`config.mk`:
```
export PLATFORM = sky130hd
export DESIGN_NAME = lsi_line_status
export DESIGN_NICKNAME = d
export VERILOG_FILES = /design/src/lsi_pkg.sv /design/src/lsi_line_status.sv /design/src/lsi_pattern_sync.sv
export SDC_FILE = /design/constraint.sdc
export NUM_CORES = 1
export LEC_CHECK = 0
export BUFFER_PORTS_ARGS = -buffer_cell sky130_fd_sc_hd__buf_2
export CAP_MARGIN = 20
export CELL_PAD_IN_SITES_DETAIL_PLACEMENT = 1
export CELL_PAD_IN_SITES_GLOBAL_PLACEMENT = 1
export CORE_MARGIN = 2
export CORE_UTILIZATION = 49
export CTS_BUF_LIST = sky130_fd_sc_hd__clkbuf_8
export DETAILED_ROUTE_END_ITERATION = 10
export GPL_TIMING_DRIVEN = 0
export HOLD_SLACK_MARGIN = 0.08
export PLACE_DENSITY_LB_ADDON = 0.1
export RECOVER_POWER = 25
export SLEW_MARGIN = 20
export SYNTH_ARGS = -nofsm -noshare
export SYNTH_HDL_FRONTEND = slang
export SYNTH_SLANG_ARGS = --single-unit
```
`constraint.sdc`:
```
create_clock -name clock -period 2.9 [get_ports clock]
set_input_delay 0.145 -clock clock [delete_from_list [all_inputs] [get_ports clock]]
set_output_delay 0.145 -clock clock [all_outputs]
set_load 0.03 [all_outputs]
```
`src/lsi_pkg.sv`:
```
package lsi_pkg;
	// register map
	localparam logic [7:0] LSI_ADDR_INFO = 8'h11;
	localparam logic [7:0] LSI_ADDR_STATUS = 8'h16;
	localparam logic [7:0] LSI_ADDR_MASK = 8'h17;
	localparam logic [7:0] LSI_ADDR_AUX = 8'h20;
	localparam logic [7:0] LSI_ADDR_SCE0 = 8'h30;
	localparam logic [7:0] LSI_ADDR_SCE1 = 8'h31;
	localparam logic [7:0] LSI_ADDR_SCE2 = 8'h32;
	localparam logic [7:0] LSI_ADDR_SCE3 = 8'h33;
	localparam logic [7:0] LSI_ADDR_CTRL2 = 8'h79;
	localparam logic [7:0] LSI_ADDR_CTRL4 = 8'h7b;
	localparam logic [7:0] LSI_RESET_BYTE = 8'h00;

	// field positions
	localparam int LSI_CTRL2_MODE = 7;
	localparam int LSI_CTRL2_JSRC = 3;
	localparam int LSI_CTRL4_CMI_ENABLE = 7;
	localparam int LSI_CTRL4_CMI_INVERT = 6;
	localparam int LSI_CTRL4_PS_MSB = 5;
	localparam int LSI_CTRL4_PS_LSB = 4;
	localparam int LSI_AUX_INTERVAL = 0;
	localparam int LSI_ST_TXCLK = 0;
	localparam int LSI_ST_OPEN = 1;
	localparam int LSI_ST_CURLIM = 2;
	localparam int LSI_ST_CARRIER = 3;
	localparam int LSI_ST_JITTER_FIFO_LIMIT_EVENT = 4;
	localparam int LSI_ST_SIGCHG = 5;
	localparam int LSI_ST_TIMER = 6;
	localparam int LSI_ST_INPUT_LEVEL_LOW = 7;
	// status bits that latch on both edges and stay set while live
	localparam logic [7:0] LSI_COND_MASK = 8'h8f;

	// timing
	localparam int LSI_CLK_PERIOD_NS = 5;
	localparam int LSI_T1_CHAN_TIME_NS = 5181;
	localparam int LSI_E1_CHAN_TIME_NS = 3906;
	localparam int LSI_T1_CHAN_CYCLES = LSI_T1_CHAN_TIME_NS / LSI_CLK_PERIOD_NS;
	localparam int LSI_E1_CHAN_CYCLES = LSI_E1_CHAN_TIME_NS / LSI_CLK_PERIOD_NS;
	localparam int LSI_INPUT_LEVEL_LOW_TIME_MS = 50;
	localparam int LSI_INPUT_LEVEL_LOW_CYCLES = LSI_INPUT_LEVEL_LOW_TIME_MS * 1000000 / LSI_CLK_PERIOD_NS;
	localparam int LSI_T1_BITS_1S = 1544000;
	localparam int LSI_T1_BITS_SHORT = 64848;
	localparam int LSI_E1_BITS_1S = 2048000;
	localparam int LSI_E1_BITS_SHORT = 128000;
	localparam int LSI_SYNC_MATCH = 32;
	localparam int LSI_SYNC_WINDOW = 64;
	localparam int LSI_SYNC_ERR_LIMIT = 6;
	localparam logic [14:0] LSI_T1_BASE_KHZ = 15'h0608;
	localparam logic [14:0] LSI_E1_BASE_KHZ = 15'h0800;

	typedef struct packed {
		logic line_mode_select;
		logic jitter_clk_source_sel;
		logic cmi_enable;
		logic cmi_invert;
		logic clk_prescale_msb;
		logic clk_prescale_lsb;
		logic counter_interval_sel;
	} lsi_cfg_type;

	typedef struct packed {
		logic [3:0] rx_level;
		logic tx_open_circuit;
		logic tx_current_limit_hit;
		logic bit_code_detected;
		logic rx_carrier_loss;
		logic jitter_fifo_near_limit;
		logic level_below_threshold;
	} lsi_live_type;

	typedef enum logic [1:0] {
		LSI_HUNT = 2'b01,
		LSI_LOCK = 2'b10
	} lsi_sync_state_type;

	// expected master clock for the prescaler code, in kHz
	function automatic logic [14:0] lsi_mclk_khz(input lsi_cfg_type c);
		logic [14:0] base;
		base = (c.line_mode_select || c.jitter_clk_source_sel) ? LSI_E1_BASE_KHZ : LSI_T1_BASE_KHZ;
		return base << {c.clk_prescale_msb, c.clk_prescale_lsb};
	endfunction
endpackage

```
`src/lsi_line_status.sv`:
```
`timescale 1ns/1ps
// What this block does
// - t1: prescale codes select 1.544-12.352 mhz, or 2.048-16.384 with source select
// - e1 with source select 0: codes select 2.048, 4.096, 8.192, 16.384 mhz
// - cmi invert bit inverts cmi at transmit tip output and receive tip input
// - cmi coding only while cmi enable bit is one
// - receive level reported live as 4-bit code in 2.5 db bands
// - open-circuit bit high while transmit outputs are open
// - current-limit bit shows limiter activity whether limiter enabled or not
// - bit-code bit high while a valid code is currently seen
// - pattern sync sets after 32 matches, clears at six errors in 64 bits
// - transmit clock loss set when no clock transition for one channel time
// - carrier loss status set whenever receive carrier is lost
// - jitter limit event sets near fifo limit, clears on status read
// - signaling change event when an enabled channel changes signaling state
// - timer event every 1 s or short interval counted on receive bits
// - level-low status after about 50 ms below threshold; interrupts both edges
// - mask bit one enables source; five conditions interrupt on both edges
// - jitter clock source select: master clock at 0, internal pll at 1
// - line mode select: t1 at 0, e1 at 1, picks prescale mapping
module lsi_line_status #(
	parameter int INPUT_LEVEL_LOW_CYCLES = lsi_pkg::LSI_INPUT_LEVEL_LOW_CYCLES,
	parameter int T1_BITS_1S = lsi_pkg::LSI_T1_BITS_1S,
	parameter int T1_BITS_SHORT = lsi_pkg::LSI_T1_BITS_SHORT,
	parameter int E1_BITS_1S = lsi_pkg::LSI_E1_BITS_1S,
	parameter int E1_BITS_SHORT = lsi_pkg::LSI_E1_BITS_SHORT
) (
	input wire logic clock,
	input wire logic rst_n,
	input wire logic [7:0] reg_addr,
	input wire logic [7:0] reg_wdata,
	input wire logic reg_wr,
	input wire logic reg_rd,
	output logic [7:0] reg_rdata,
	input wire lsi_pkg::lsi_live_type live_in,
	input wire logic line_tx_clock_in,
	input wire logic rx_tip_in,
	input wire logic tx_line_data,
	input wire logic rx_bit_strobe,
	input wire logic rx_bit_error,
	input wire logic [31:0] signaling_change,
	output logic tx_tip_out,
	output logic rx_cmi_data,
	output logic cmi_mode_active,
	output lsi_pkg::lsi_cfg_type line_cfg,
	output logic [14:0] mclk_expected_khz,
	output logic irq
);
	localparam int LIVE_W = $bits(lsi_pkg::lsi_live_type);
	localparam int SYNC_W = LIVE_W + 2;

	logic [SYNC_W-1:0] meta_reg;
	logic [SYNC_W-1:0] stable_reg;
	lsi_pkg::lsi_live_type live;
	logic [3:0] level_prev_reg;
	logic [3:0] level_hold_reg;
	logic tx_clk_s;
	logic rx_tip_s;
	logic tx_clk_prev_reg;

	lsi_pkg::lsi_cfg_type cfg_reg;
	logic [7:0] mask_reg;
	logic [7:0] mask_next;
	logic [7:0] status_reg;
	logic [7:0] status_next;
	logic [7:0] sce_reg [0:3];
	logic [7:0] info_live;
	logic [7:0] cond_live;
	logic [7:0] cond_prev_reg;
	logic [7:0] set_vec;
	logic [7:0] read_data;

	logic [10:0] txclk_cnt_reg;
	logic [10:0] txclk_limit;
	logic tx_clock_loss_reg;
	logic [23:0] input_level_low_cnt_reg;
	logic input_level_low_reg;
	logic [20:0] timer_cnt_reg;
	logic [20:0] timer_limit;
	logic timer_event_reg;
	logic jfifo_prev_reg;
	logic pattern_sync_live;
	logic status_read;

	// byte-select helper, used by decode and read mux
	function automatic logic hit(input logic [7:0] a, input logic [7:0] target);
		return a == target;
	endfunction

	// only the second stage of the synchroniser is read by logic
	always_ff @(posedge clock or negedge rst_n) begin
		if (!rst_n) begin
			meta_reg <= '0;
			stable_reg <= '0;
		end else begin
			meta_reg <= {line_tx_clock_in, rx_tip_in, live_in};
			stable_reg <= meta_reg;
		end
	end

	assign live = stable_reg[LIVE_W-1:0];
	assign rx_tip_s = stable_reg[LIVE_W];
	assign tx_clk_s = stable_reg[LIVE_W+1];

	// the level code is a multi-bit pin word whose bits may be caught mid-change;
	// it is taken only once two synced samples agree, at one cycle of extra latency
	always_ff @(posedge clock or negedge rst_n) begin
		if (!rst_n) begin
			level_prev_reg <= 4'h0;
			level_hold_reg <= 4'h0;
		end else begin
			level_prev_reg <= live.rx_level;
			if (live.rx_level == level_prev_reg) begin
				level_hold_reg <= level_prev_reg;
			end
		end
	end

	// irq must see a mask write at the same edge as the mask itself
	assign mask_next = (reg_wr && hit(reg_addr, lsi_pkg::LSI_ADDR_MASK)) ? reg_wdata : mask_reg;

	// register writes
	always_ff @(posedge clock or negedge rst_n) begin
		if (!rst_n) begin
			cfg_reg <= '0;
		end else if (reg_wr && hit(reg_addr, lsi_pkg::LSI_ADDR_CTRL2)) begin
			cfg_reg.line_mode_select <= reg_wdata[lsi_pkg::LSI_CTRL2_MODE];
			cfg_reg.jitter_clk_source_sel <= reg_wdata[lsi_pkg::LSI_CTRL2_JSRC];
		end else if (reg_wr && hit(reg_addr, lsi_pkg::LSI_ADDR_CTRL4)) begin
			cfg_reg.cmi_enable <= reg_wdata[lsi_pkg::LSI_CTRL4_CMI_ENABLE];
			cfg_reg.cmi_invert <= reg_wdata[lsi_pkg::LSI_CTRL4_CMI_INVERT];
			cfg_reg.clk_prescale_msb <= reg_wdata[lsi_pkg::LSI_CTRL4_PS_MSB];
			cfg_reg.clk_prescale_lsb <= reg_wdata[lsi_pkg::LSI_CTRL4_PS_LSB];
		end else if (reg_wr && hit(reg_addr, lsi_pkg::LSI_ADDR_AUX)) begin
			cfg_reg.counter_interval_sel <= reg_wdata[lsi_pkg::LSI_AUX_INTERVAL];
		end
	end

	always_ff @(posedge clock or negedge rst_n) begin
		if (!rst_n) begin
			mask_reg <= lsi_pkg::LSI_RESET_BYTE;
		end else if (reg_wr && hit(reg_addr, lsi_pkg::LSI_ADDR_MASK)) begin
			mask_reg <= reg_wdata;
		end
	end

	always_ff @(posedge clock or negedge rst_n) begin
		if (!rst_n) begin
			for (int i = 0; i < 4; i++) begin
				sce_reg[i] <= lsi_pkg::LSI_RESET_BYTE;
			end
		end else if (reg_wr && reg_addr[7:2] == lsi_pkg::LSI_ADDR_SCE0[7:2]) begin
			sce_reg[reg_addr[1:0]] <= reg_wdata;
		end
	end

	// clock-rate view of the prescaler setting
	always_ff @(posedge clock or negedge rst_n) begin
		if (!rst_n) begin
			mclk_expected_khz <= 15'h0000;
		end else begin
			mclk_expected_khz <= lsi_pkg::lsi_mclk_khz(cfg_reg);
		end
	end

	assign line_cfg = cfg_reg;

	// cmi polarity on both the transmit tip and the receive tip
	always_ff @(posedge clock or negedge rst_n) begin
		if (!rst_n) begin
			tx_tip_out <= 1'b0;
			rx_cmi_data <= 1'b0;
			cmi_mode_active <= 1'b0;
		end else begin
			cmi_mode_active <= cfg_reg.cmi_enable;
			if (cfg_reg.cmi_enable) begin
				tx_tip_out <= tx_line_data ^ cfg_reg.cmi_invert;
				rx_cmi_data <= rx_tip_s ^ cfg_reg.cmi_invert;
			end else begin
				tx_tip_out <= tx_line_data;
				rx_cmi_data <= rx_tip_s;
			end
		end
	end

	// transmit clock watchdog: one channel time is eight bit periods
	assign txclk_limit = cfg_reg.line_mode_select ? 11'(lsi_pkg::LSI_E1_CHAN_CYCLES)
		: 11'(lsi_pkg::LSI_T1_CHAN_CYCLES);

	always_ff @(posedge clock or negedge rst_n) begin
		if (!rst_n) begin
			tx_clk_prev_reg <= 1'b0;
			txclk_cnt_reg <= 11'h000;
			tx_clock_loss_reg <= 1'b0;
		end else begin
			tx_clk_prev_reg <= tx_clk_s;
			if (tx_clk_s != tx_clk_prev_reg) begin
				txclk_cnt_reg <= 11'h000;
				tx_clock_loss_reg <= 1'b0;
			end else if (txclk_cnt_reg >= txclk_limit - 11'h001) begin
				tx_clock_loss_reg <= 1'b1;
			end else begin
				txclk_cnt_reg <= txclk_cnt_reg + 11'h001;
			end
		end
	end

	// level-low qualifier; releases at once when the level recovers
	always_ff @(posedge clock or negedge rst_n) begin
		if (!rst_n) begin
			input_level_low_cnt_reg <= 24'h000000;
			input_level_low_reg <= 1'b0;
		end else if (!live.level_below_threshold) begin
			input_level_low_cnt_reg <= 24'h000000;
			input_level_low_reg <= 1'b0;
		end else if (input_level_low_cnt_reg >= 24'(INPUT_LEVEL_LOW_CYCLES - 1)) begin
			input_level_low_reg <= 1'b1;
		end else begin
			input_level_low_cnt_reg <= input_level_low_cnt_reg + 24'h000001;
		end
	end

	// timer counts recovered receive bits, not system clocks
	always_comb begin
		case ({cfg_reg.line_mode_select, cfg_reg.counter_interval_sel})
			2'b00: timer_limit = 21'(T1_BITS_1S - 1);
			2'b01: timer_limit = 21'(T1_BITS_SHORT - 1);
			2'b10: timer_limit = 21'(E1_BITS_1S - 1);
			default: timer_limit = 21'(E1_BITS_SHORT - 1);
		endcase
	end

	always_ff @(posedge clock or negedge rst_n) begin
		if (!rst_n) begin
			timer_cnt_reg <= 21'h000000;
			timer_event_reg <= 1'b0;
		end else begin
			timer_event_reg <= 1'b0;
			if (rx_bit_strobe) begin
				if (timer_cnt_reg >= timer_limit) begin
					timer_cnt_reg <= 21'h000000;
					timer_event_reg <= 1'b1;
				end else begin
					timer_cnt_reg <= timer_cnt_reg + 21'h000001;
				end
			end
		end
	end

	lsi_pattern_sync u_sync (
		.clock(clock),
		.rst_n(rst_n),
		.bit_strobe(rx_bit_strobe),
		.bit_error(rx_bit_error),
		.pattern_sync_live(pattern_sync_live)
	);

	// real-time information byte
	assign info_live = {pattern_sync_live,
		live.bit_code_detected,
		live.tx_current_limit_hit,
		live.tx_open_circuit,
		level_hold_reg};

	assign cond_live = {input_level_low_reg, 3'b000, live.rx_carrier_loss, live.tx_current_limit_hit,
		live.tx_open_circuit, tx_clock_loss_reg};

	always_ff @(posedge clock or negedge rst_n) begin
		if (!rst_n) begin
			cond_prev_reg <= 8'h00;
			jfifo_prev_reg <= 1'b0;
		end else begin
			cond_prev_reg <= cond_live;
			jfifo_prev_reg <= live.jitter_fifo_near_limit;
		end
	end

	// conditions latch on either edge; events on their pulse
	always_comb begin
		set_vec = (cond_live ^ cond_prev_reg) & lsi_pkg::LSI_COND_MASK;
		set_vec[lsi_pkg::LSI_ST_JITTER_FIFO_LIMIT_EVENT] = live.jitter_fifo_near_limit & ~jfifo_prev_reg;
		set_vec[lsi_pkg::LSI_ST_SIGCHG] = |(signaling_change & {sce_reg[3], sce_reg[2],
			sce_reg[1], sce_reg[0]});
		set_vec[lsi_pkg::LSI_ST_TIMER] = timer_event_reg;
	end

	assign status_read = reg_rd && hit(reg_addr, lsi_pkg::LSI_ADDR_STATUS);

	// read clears, but a live condition stays and a new set wins over the clear
	always_comb begin
		status_next = status_reg;
		if (status_read) begin
			status_next = status_reg & cond_live & lsi_pkg::LSI_COND_MASK;
		end
		status_next = status_next | set_vec;
	end

	always_ff @(posedge clock or negedge rst_n) begin
		if (!rst_n) begin
			status_reg <= lsi_pkg::LSI_RESET_BYTE;
		end else begin
			status_reg <= status_next;
		end
	end

	always_ff @(posedge clock or negedge rst_n) begin
		if (!rst_n) begin
			irq <= 1'b0;
		end else begin
			irq <= |(status_next & mask_next);
		end
	end

	// read mux; unmapped addresses read zero
	always_comb begin
		read_data = 8'h00;
		if (hit(reg_addr, lsi_pkg::LSI_ADDR_INFO)) begin
			read_data = info_live;
		end else if (hit(reg_addr, lsi_pkg::LSI_ADDR_STATUS)) begin
			read_data = status_reg;
		end else if (hit(reg_addr, lsi_pkg::LSI_ADDR_MASK)) begin
			read_data = mask_reg;
		end else if (hit(reg_addr, lsi_pkg::LSI_ADDR_CTRL2)) begin
			read_data[lsi_pkg::LSI_CTRL2_MODE] = cfg_reg.line_mode_select;
			read_data[lsi_pkg::LSI_CTRL2_JSRC] = cfg_reg.jitter_clk_source_sel;
		end else if (hit(reg_addr, lsi_pkg::LSI_ADDR_CTRL4)) begin
			read_data[lsi_pkg::LSI_CTRL4_CMI_ENABLE] = cfg_reg.cmi_enable;
			read_data[lsi_pkg::LSI_CTRL4_CMI_INVERT] = cfg_reg.cmi_invert;
			read_data[lsi_pkg::LSI_CTRL4_PS_MSB] = cfg_reg.clk_prescale_msb;
			read_data[lsi_pkg::LSI_CTRL4_PS_LSB] = cfg_reg.clk_prescale_lsb;
		end else if (hit(reg_addr, lsi_pkg::LSI_ADDR_AUX)) begin
			read_data[lsi_pkg::LSI_AUX_INTERVAL] = cfg_reg.counter_interval_sel;
		end else if (reg_addr[7:2] == lsi_pkg::LSI_ADDR_SCE0[7:2]) begin
			read_data = sce_reg[reg_addr[1:0]];
		end
	end

	// data stands only in the cycle after the read strobe
	always_ff @(posedge clock or negedge rst_n) begin
		if (!rst_n) begin
			reg_rdata <= 8'h00;
		end else if (reg_rd) begin
			reg_rdata <= read_data;
		end else begin
			reg_rdata <= 8'h00;
		end
	end
endmodule

```
`src/lsi_pattern_sync.sv`:
```
`timescale 1ns/1ps
module lsi_pattern_sync (
	input wire logic clock,
	input wire logic rst_n,
	input wire logic bit_strobe,
	input wire logic bit_error,
	output logic pattern_sync_live
);
	lsi_pkg::lsi_sync_state_type state_reg;
	logic [5:0] match_reg;
	logic [5:0] window_reg;
	logic [2:0] err_reg;

	function automatic logic [5:0] lsi_inc6(input logic [5:0] v);
		return v + 6'h01;
	endfunction

	always_ff @(posedge clock or negedge rst_n) begin
		if (!rst_n) begin
			state_reg <= lsi_pkg::LSI_HUNT;
			match_reg <= 6'h00;
			window_reg <= 6'h00;
			err_reg <= 3'h0;
		end else if (bit_strobe) begin
			case (state_reg)
				lsi_pkg::LSI_HUNT: begin
					window_reg <= 6'h00;
					err_reg <= 3'h0;
					if (bit_error) begin
						match_reg <= 6'h00;
					end else if (match_reg == 6'(lsi_pkg::LSI_SYNC_MATCH - 1)) begin
						match_reg <= 6'h00;
						state_reg <= lsi_pkg::LSI_LOCK;
					end else begin
						match_reg <= lsi_inc6(match_reg);
					end
				end
				lsi_pkg::LSI_LOCK: begin
					if (bit_error && err_reg == 3'(lsi_pkg::LSI_SYNC_ERR_LIMIT - 1)) begin
						state_reg <= lsi_pkg::LSI_HUNT;
						window_reg <= 6'h00;
						err_reg <= 3'h0;
					end else if (window_reg == 6'(lsi_pkg::LSI_SYNC_WINDOW - 1)) begin
						window_reg <= 6'h00;
						err_reg <= 3'h0;
					end else begin
						window_reg <= lsi_inc6(window_reg);
						err_reg <= err_reg + {2'h0, bit_error};
					end
				end
				default: begin
					state_reg <= lsi_pkg::LSI_HUNT;
				end
			endcase
		end
	end

	assign pattern_sync_live = (state_reg == lsi_pkg::LSI_LOCK);
endmodule

```
# After elaboration in Yosys (flattened, before gate mapping)

Index checks and enable logic that the tools add are counted.

Bitwise logic cells: 12
Shift operators: 1
Order comparisons: 5
Reductions and logical operators: 19
Equality and inequality tests: 22
Multiplexer cells: 49
Add/sub/neg operators: 7

Operator list:

| operator                                                              | count |
|---|---|
| 8-bit 2-to-1 mux                                                      | 10 |
| 21-bit case mux with 3 select lines                                   | 1 |
| 24-bit 2-to-1 mux                                                     | 2 |
| 11-bit 2-to-1 mux                                                     | 3 |
| 32-bit bitwise AND                                                    | 1 |
| 32-bit bitwise mux                                                    | 1 |
| 32-bit OR reduction                                                   | 1 |
| 24-bit by 1-bit adder with 24-bit output, second input constant       | 1 |
| 8-bit by 5-bit equality test with 1-bit output, second input constant | 3 |
| 24-bit >= comparator, second input constant                           | 1 |
| 6-bit 2-to-1 mux                                                      | 4 |
| 21-bit by 1-bit adder with 21-bit output, second input constant       | 1 |
| 21-bit >= comparator                                                  | 1 |
| 21-bit 2-to-1 mux                                                     | 1 |
| 8-bit bitwise AND                                                     | 2 |
| 8-bit binary-select mux with 2-bit select                             | 1 |
| 8-bit demux with 2-bit select                                         | 1 |
| 8-bit by 7-bit equality test with 1-bit output, second input constant | 2 |
| 12-bit by 2-bit left shift with 15-bit output                         | 1 |
| 6-bit by 1-bit adder with 6-bit output, second input constant         | 2 |
| 12-bit 2-to-1 mux                                                     | 1 |
| 3-bit 2-to-1 mux                                                      | 4 |
| 6-bit case mux with 2 select lines                                    | 1 |
| 11-bit by 1-bit adder with 11-bit output, second input constant       | 1 |
| 36 further kinds                                                      | 68 |

Bits in registers: 197
Bits of input ports: 67
Output and inout bits: 34

# Depth between registers and ports, before layout

Depth in word-level cells: 12
Mapped depth: 12

# Hierarchy

Synthesis repeated with hierarchy kept, for this count alone.

Cell total of the unflattened synthesis: 808
Area, all modules: 9148.8 µm²

By module, submodules not included:

| module           | times used | area an instance (µm²) | cells an instance |
|---|---|---|---|
| lsi_line_status  | 1          | 8121.5                 | 700 |
| lsi_pattern_sync | 1          | 1027.2                 | 108 |

# Worst setup path after synthesis

Ideal clock, no wire load.

Path type: register to register
Start: register cfg_reg (netlist bit line_cfg[6])
End: register timer_cnt_reg[17]
Setup time: 119 ps
Setup slack: 116 ps
Data required time: 2781 ps
Buffers on the path: 2
Cell stages (with the launch flop): 11
Arrival: 2665 ps
Cell sequence: dfrtp_1 buf_2 nor2_1 ha_1 nand3_1 or4b_1 a31oi_1 a2111oi_4 a21oi_4 buf_6 nor2_1

Cells in the longest elaborated chain, start to end: 4
Elaborated cells between the ends (all ways): 6
Those cells by class: 1 x order compare; 2 x eq/ne; 2 x mux; 1 x reduce/logical

RTL lines:

| what                                              | line                   | text |
|---|---|---|
| start: declaration                                | lsi_line_status.sv:61  | `lsi_pkg::lsi_cfg_type cfg_reg;` |
| 2-bit equality test, or another cell as far along | lsi_line_status.sv:225 | `case ({cfg_reg.line_mode_select, cfg_reg.counter_interval_sel})` |
| 21-bit case mux with 3 select lines *             | lsi_line_status.sv:225 |  |
| 21-bit >= comparator *                            | lsi_line_status.sv:240 | `if (timer_cnt_reg >= timer_limit) begin` |
| 21-bit 2-to-1 mux *                               | lsi_line_status.sv:240 |  |
| end signal: assignment                            | lsi_line_status.sv:244 | `timer_cnt_reg <= timer_cnt_reg + 21'h000001;` |
| end: declaration                                  | lsi_line_status.sv:78  | `logic [20:0] timer_cnt_reg;` |

Mark *: on every way between the ends. The rest lies on a longest branch, timed or not.
A chain may end at the register's enable or synchronous reset.

# Worst setup path in the final report

Start: register sce_reg[16] in the netlist's numbering
End: register irq

Cells in the longest elaborated chain, start to end: 5

RTL lines:

| what                             | line                   | text |
|---|---|---|
| start: declaration               | lsi_line_status.sv:66  | `logic [7:0] sce_reg [0:3];` |
| start signal: indexed assignment | lsi_line_status.sv:150 | `sce_reg[i] <= lsi_pkg::LSI_RESET_BYTE;` |
| start signal: indexed assignment | lsi_line_status.sv:153 | `sce_reg[reg_addr[1:0]] <= reg_wdata;` |
| 32-bit bitwise AND               | lsi_line_status.sv:282 | `set_vec[lsi_pkg::LSI_ST_SIGCHG] = \|(signaling_change & {sce_reg[3], sce_reg[2],` |
| 32-bit OR reduction              | lsi_line_status.sv:282 |  |
| 8-bit bitwise OR                 | lsi_line_status.sv:295 | `status_next = status_next \| set_vec;` |
| named net status_next[5]         | lsi_line_status.sv:65  | `logic [7:0] status_next;` |
| 8-bit bitwise AND                | lsi_line_status.sv:310 | `irq <= \|(status_next & mask_next);` |
| 8-bit OR reduction               | lsi_line_status.sv:310 |  |
| end signal: assignment           | lsi_line_status.sv:310 |  |
| end: declaration                 | lsi_line_status.sv:47  | `output logic irq` |

The timed path passes the listed nets, and every way through them passes these cells.

==> impl_metrics.tcl <==
set metrics [dict create \
    ant_nets 0 \
    synth_cells 816 \
    synth_edf_count 0 \
    async_reset_ff_share_pct 100 \
    vias_per_cell 5.79 \
    start_util_pct 49.8 \
    startpoint_type "flop" \
    gp_congestion 0.806 \
    largest_reg_flops 32 \
    clock_path_buffers 2 \
    cp-end-kind "flop" \
    fin_nets 1071 \
    path_max_fanout 3 \
    routed-via-count 7068 \
    grt_pass1_vias 7615 \
    maxSlewHeadroom_pct -15.0 \
    yosysSeqAreaShare_pct 51.7 \
    leakagePower_nw 5.18 \
    synth_area_leader_cell "dfrtp_1" \
    whs_ns 0.119 \
    rows 50 \
    worst-setup-path-type "flop to flop" \
    synth.area.top_cells "dfrtp_1 (51%), mux2_2 (6.6%), ha_1 (3.9%), nand2_1 (2.6%), xor2_1 (2.6%)" \
    drc 0 \
    portBuffers 94 \
    yosysMostFrequentCell "dfrtp_1" \
    setup_viol 0 \
    cts_root_buffer "clkbuf_8" \
    drv_slew 67 \
    hold_viol 0 \
    cts_buffers 17 \
    fin_crit_sh_pct 95.2 \
    cts_max_level 4 \
    drt-initial-drc-count 434 \
    failed_checks "capacitance limit, slew limit" \
    synthTopCellsByCount "dfrtp_1 (190), nand2_1 (64), mux2_2 (54), nor2_1 (48), a22oi_1 (30)" \
    seqCellArea_um2 4780 \
    worst_pin_slew_ns 1.72 \
    io_pins 101 \
    first_pass_iters 5 \
    place_inst 1150 \
    antenna_found_initial 0 \
    yosysWarnings 0 \
    syn_area_per_cell_um2 11.3 \
    grt_usage_pct 24.5 \
    instances_no_fill 1221 \
    max-cap-violations 1 \
    cts_tree "built" \
    insertion_delay_ns 0.47 \
    synth_flop_cell "dfrtp_1" \
    fmax_mhz 362 \
    crit_required_ns 3.22 \
    final_layout_size_suffix_gt1_share_pct 23.4 \
    die_h_um 141 \
    critical_path_arrival_ns 3.08 \
    grt_pass1_wl_mm 38.8 \
    status "finished with violations" \
    hp-class "primary input to flop" \
    rsz0062_at_grt "false" \
    synth_area_um2 9250 \
    synthDominantCellAreaShare_pct 51.4 \
    ys_ff_latch 191 \
    coreArea_um2 18600 \
    period_needed_ns 2.76 \
    nFillCells 1956 \
    power_density_nw_per_um2 511 \
    grt_max_degree 76 \
    synth_cell_type_count 70 \
    peakVddDrop_mv 0.290 \
    fin_worst_skew_ns 0.0121 \
    dieWidth_um 141 \
    drt-total-wl_mm 23.5 \
    routedWlPerCell_um 19.2 \
    cts_num_sinks 191 \
    grt-ovfl-total 0 \
    diodes 0 \
    dieArea_um2 20000 \
    multiInputGateArea_um2 4270 \
    area_growth_pct 17.9 \
    path_clk_slew_ns 0.09 \
    place_hpwl_mm 16.8 \
]
-- placed cells by master (no fill, tap or decap), types with 4 or more instances in the layout --
| master | n |
|---|---|
| a211oi_1 | 4 |
| a21o_1 | 6 |
| a21oi_1 | 19 |
| a22oi_1 | 29 |
| a31oi_1 | 12 |
| and2_1 | 26 |
| and3_1 | 10 |
| and4_1 | 8 |
| buf_2 | 95 |
| buf_4 | 16 |
| clkbuf_1 | 14 |
| clkbuf_8 | 18 |
| clkinv_2 | 4 |
| conb_1 | 5 |
| dfrtp_1 | 188 |
| dlygate4sd3_1 | 34 |
| ha_1 | 29 |
| inv_1 | 24 |
| mux2_2 | 54 |
| mux2i_1 | 12 |
| mux4_2 | 8 |
| nand2_1 | 64 |
| nand2b_1 | 19 |
| nand3_1 | 25 |
| nand4_1 | 21 |
| nor2_1 | 47 |
| nor2b_1 | 9 |
| nor3_1 | 19 |
| nor4_1 | 5 |
| o211ai_1 | 5 |
| o21a_1 | 5 |
| o21ai_0 | 25 |
| o31ai_1 | 7 |
| xnor2_1 | 19 |
| xor2_1 | 27 |
-- worst max-delay path, cell delays in order (launching register included) --
cell and delay (ns):
dfrtp_1 0.41, a22oi_1 0.18, dlygate4sd3_1 0.58, nand4_1 0.08, dlygate4sd3_1 0.59, nor4_2 0.35, nand2_1 0.15, a22oi_2 0.17
nand3_1 0.12
-- final cells by class --
| cell class | instances | share of cell area (%) |
|---|---|---|
| Sequential cell | 191 | 43.9 |
| Multi-Input combinational cell | 577 | 39.2 |
| Timing Repair Buffer | 137 | 8.30 |
| Tap cell | 234 | 2.69 |
| Clock buffer | 18 | 2.27 |
| Buffer | 29 | 1.55 |
| Clock inverter | 13 | 1.35 |
| Inverter | 22 | 0.792 |
-- repair_timing --
item / CTS / global route
hold buffers: 34 / 0
buffers inserted: 3 / 4
gates resized for setup: 5 / 7
pin swaps: 1 / 4
hold endpoints to repair: 182 / 0
setup endpoints to repair: 29 / 28
-- metrics by stage --
stage / utilization (%) / TNS, ns / instance area [um2] / total power, mW / worst slack (ns)
after floorplan: - / 0 / 9260 / 3.44 / 0.116
after global placement: 54.0 / -254.41 / 10000 / 3.69 / -1.35
after detailed placement: 54.3 / -3.77 / 10100 / 3.77 / -0.248
after CTS: 58.5 / 0 / 10900 / 5.60 / 0.0270
after global routing: 58.7 / 0 / 10900 / 5.83 / 0.00149
final: 58.7 / 0 / 10900 / 5.57 / 0.139
-- per-layer routing --
metal	up-vias	GRT usage [%]	wire [um]
li1	3276	-	-
met1	3591	31.3	10200
met2	169	42.6	11800
met3	32	4.59	1020
met4	0	7.32	398
met5	-	0	0
-- final timing paths --
| check | cells after the start | startpoint | end | slack [ns] |
|---|---|---|---|---|
| worst max-delay path | 8 | sce_reg[16] | irq | 0.14 |
| min in group asynchronous | 2 | rst_n | sce_reg[30] | 0.16 |
| worst max register to register | 8 | sce_reg[16] | irq | 0.14 |
| worst min register to register | 0 | meta_reg[6] | stable_reg[6] | 0.35 |
| max in group asynchronous | 3 | rst_n | line_cfg[0] | 0.63 |
| worst min-delay path | 3 | reg_wr | line_cfg[0] | 0.12 |
-- power breakdown --
part	internal [mW]	switching (mW)	leakage (nW)
combinational	0.339	0.422	2.46
clock	0.863	0.933	0.217
sequential	2.83	0.175	2.50
-- logic make-up after synthesis --
logic type / Yosys count / share of synthesized area (%)
AO/OA/AOI/OAI: 150 / 11.9
XOR/XNOR: 46 / 4.36
adder cells (fa/ha/maj): 29 / 3.92
buffers and inverters: 52 / 2.71
flip-flops: 191 / 51.7
multiplexers: 74 / 9.82
other: 1 / 0.0406
AND/OR/NAND/NOR: 273 / 15.5
Power figures use the tool's default switching activity.
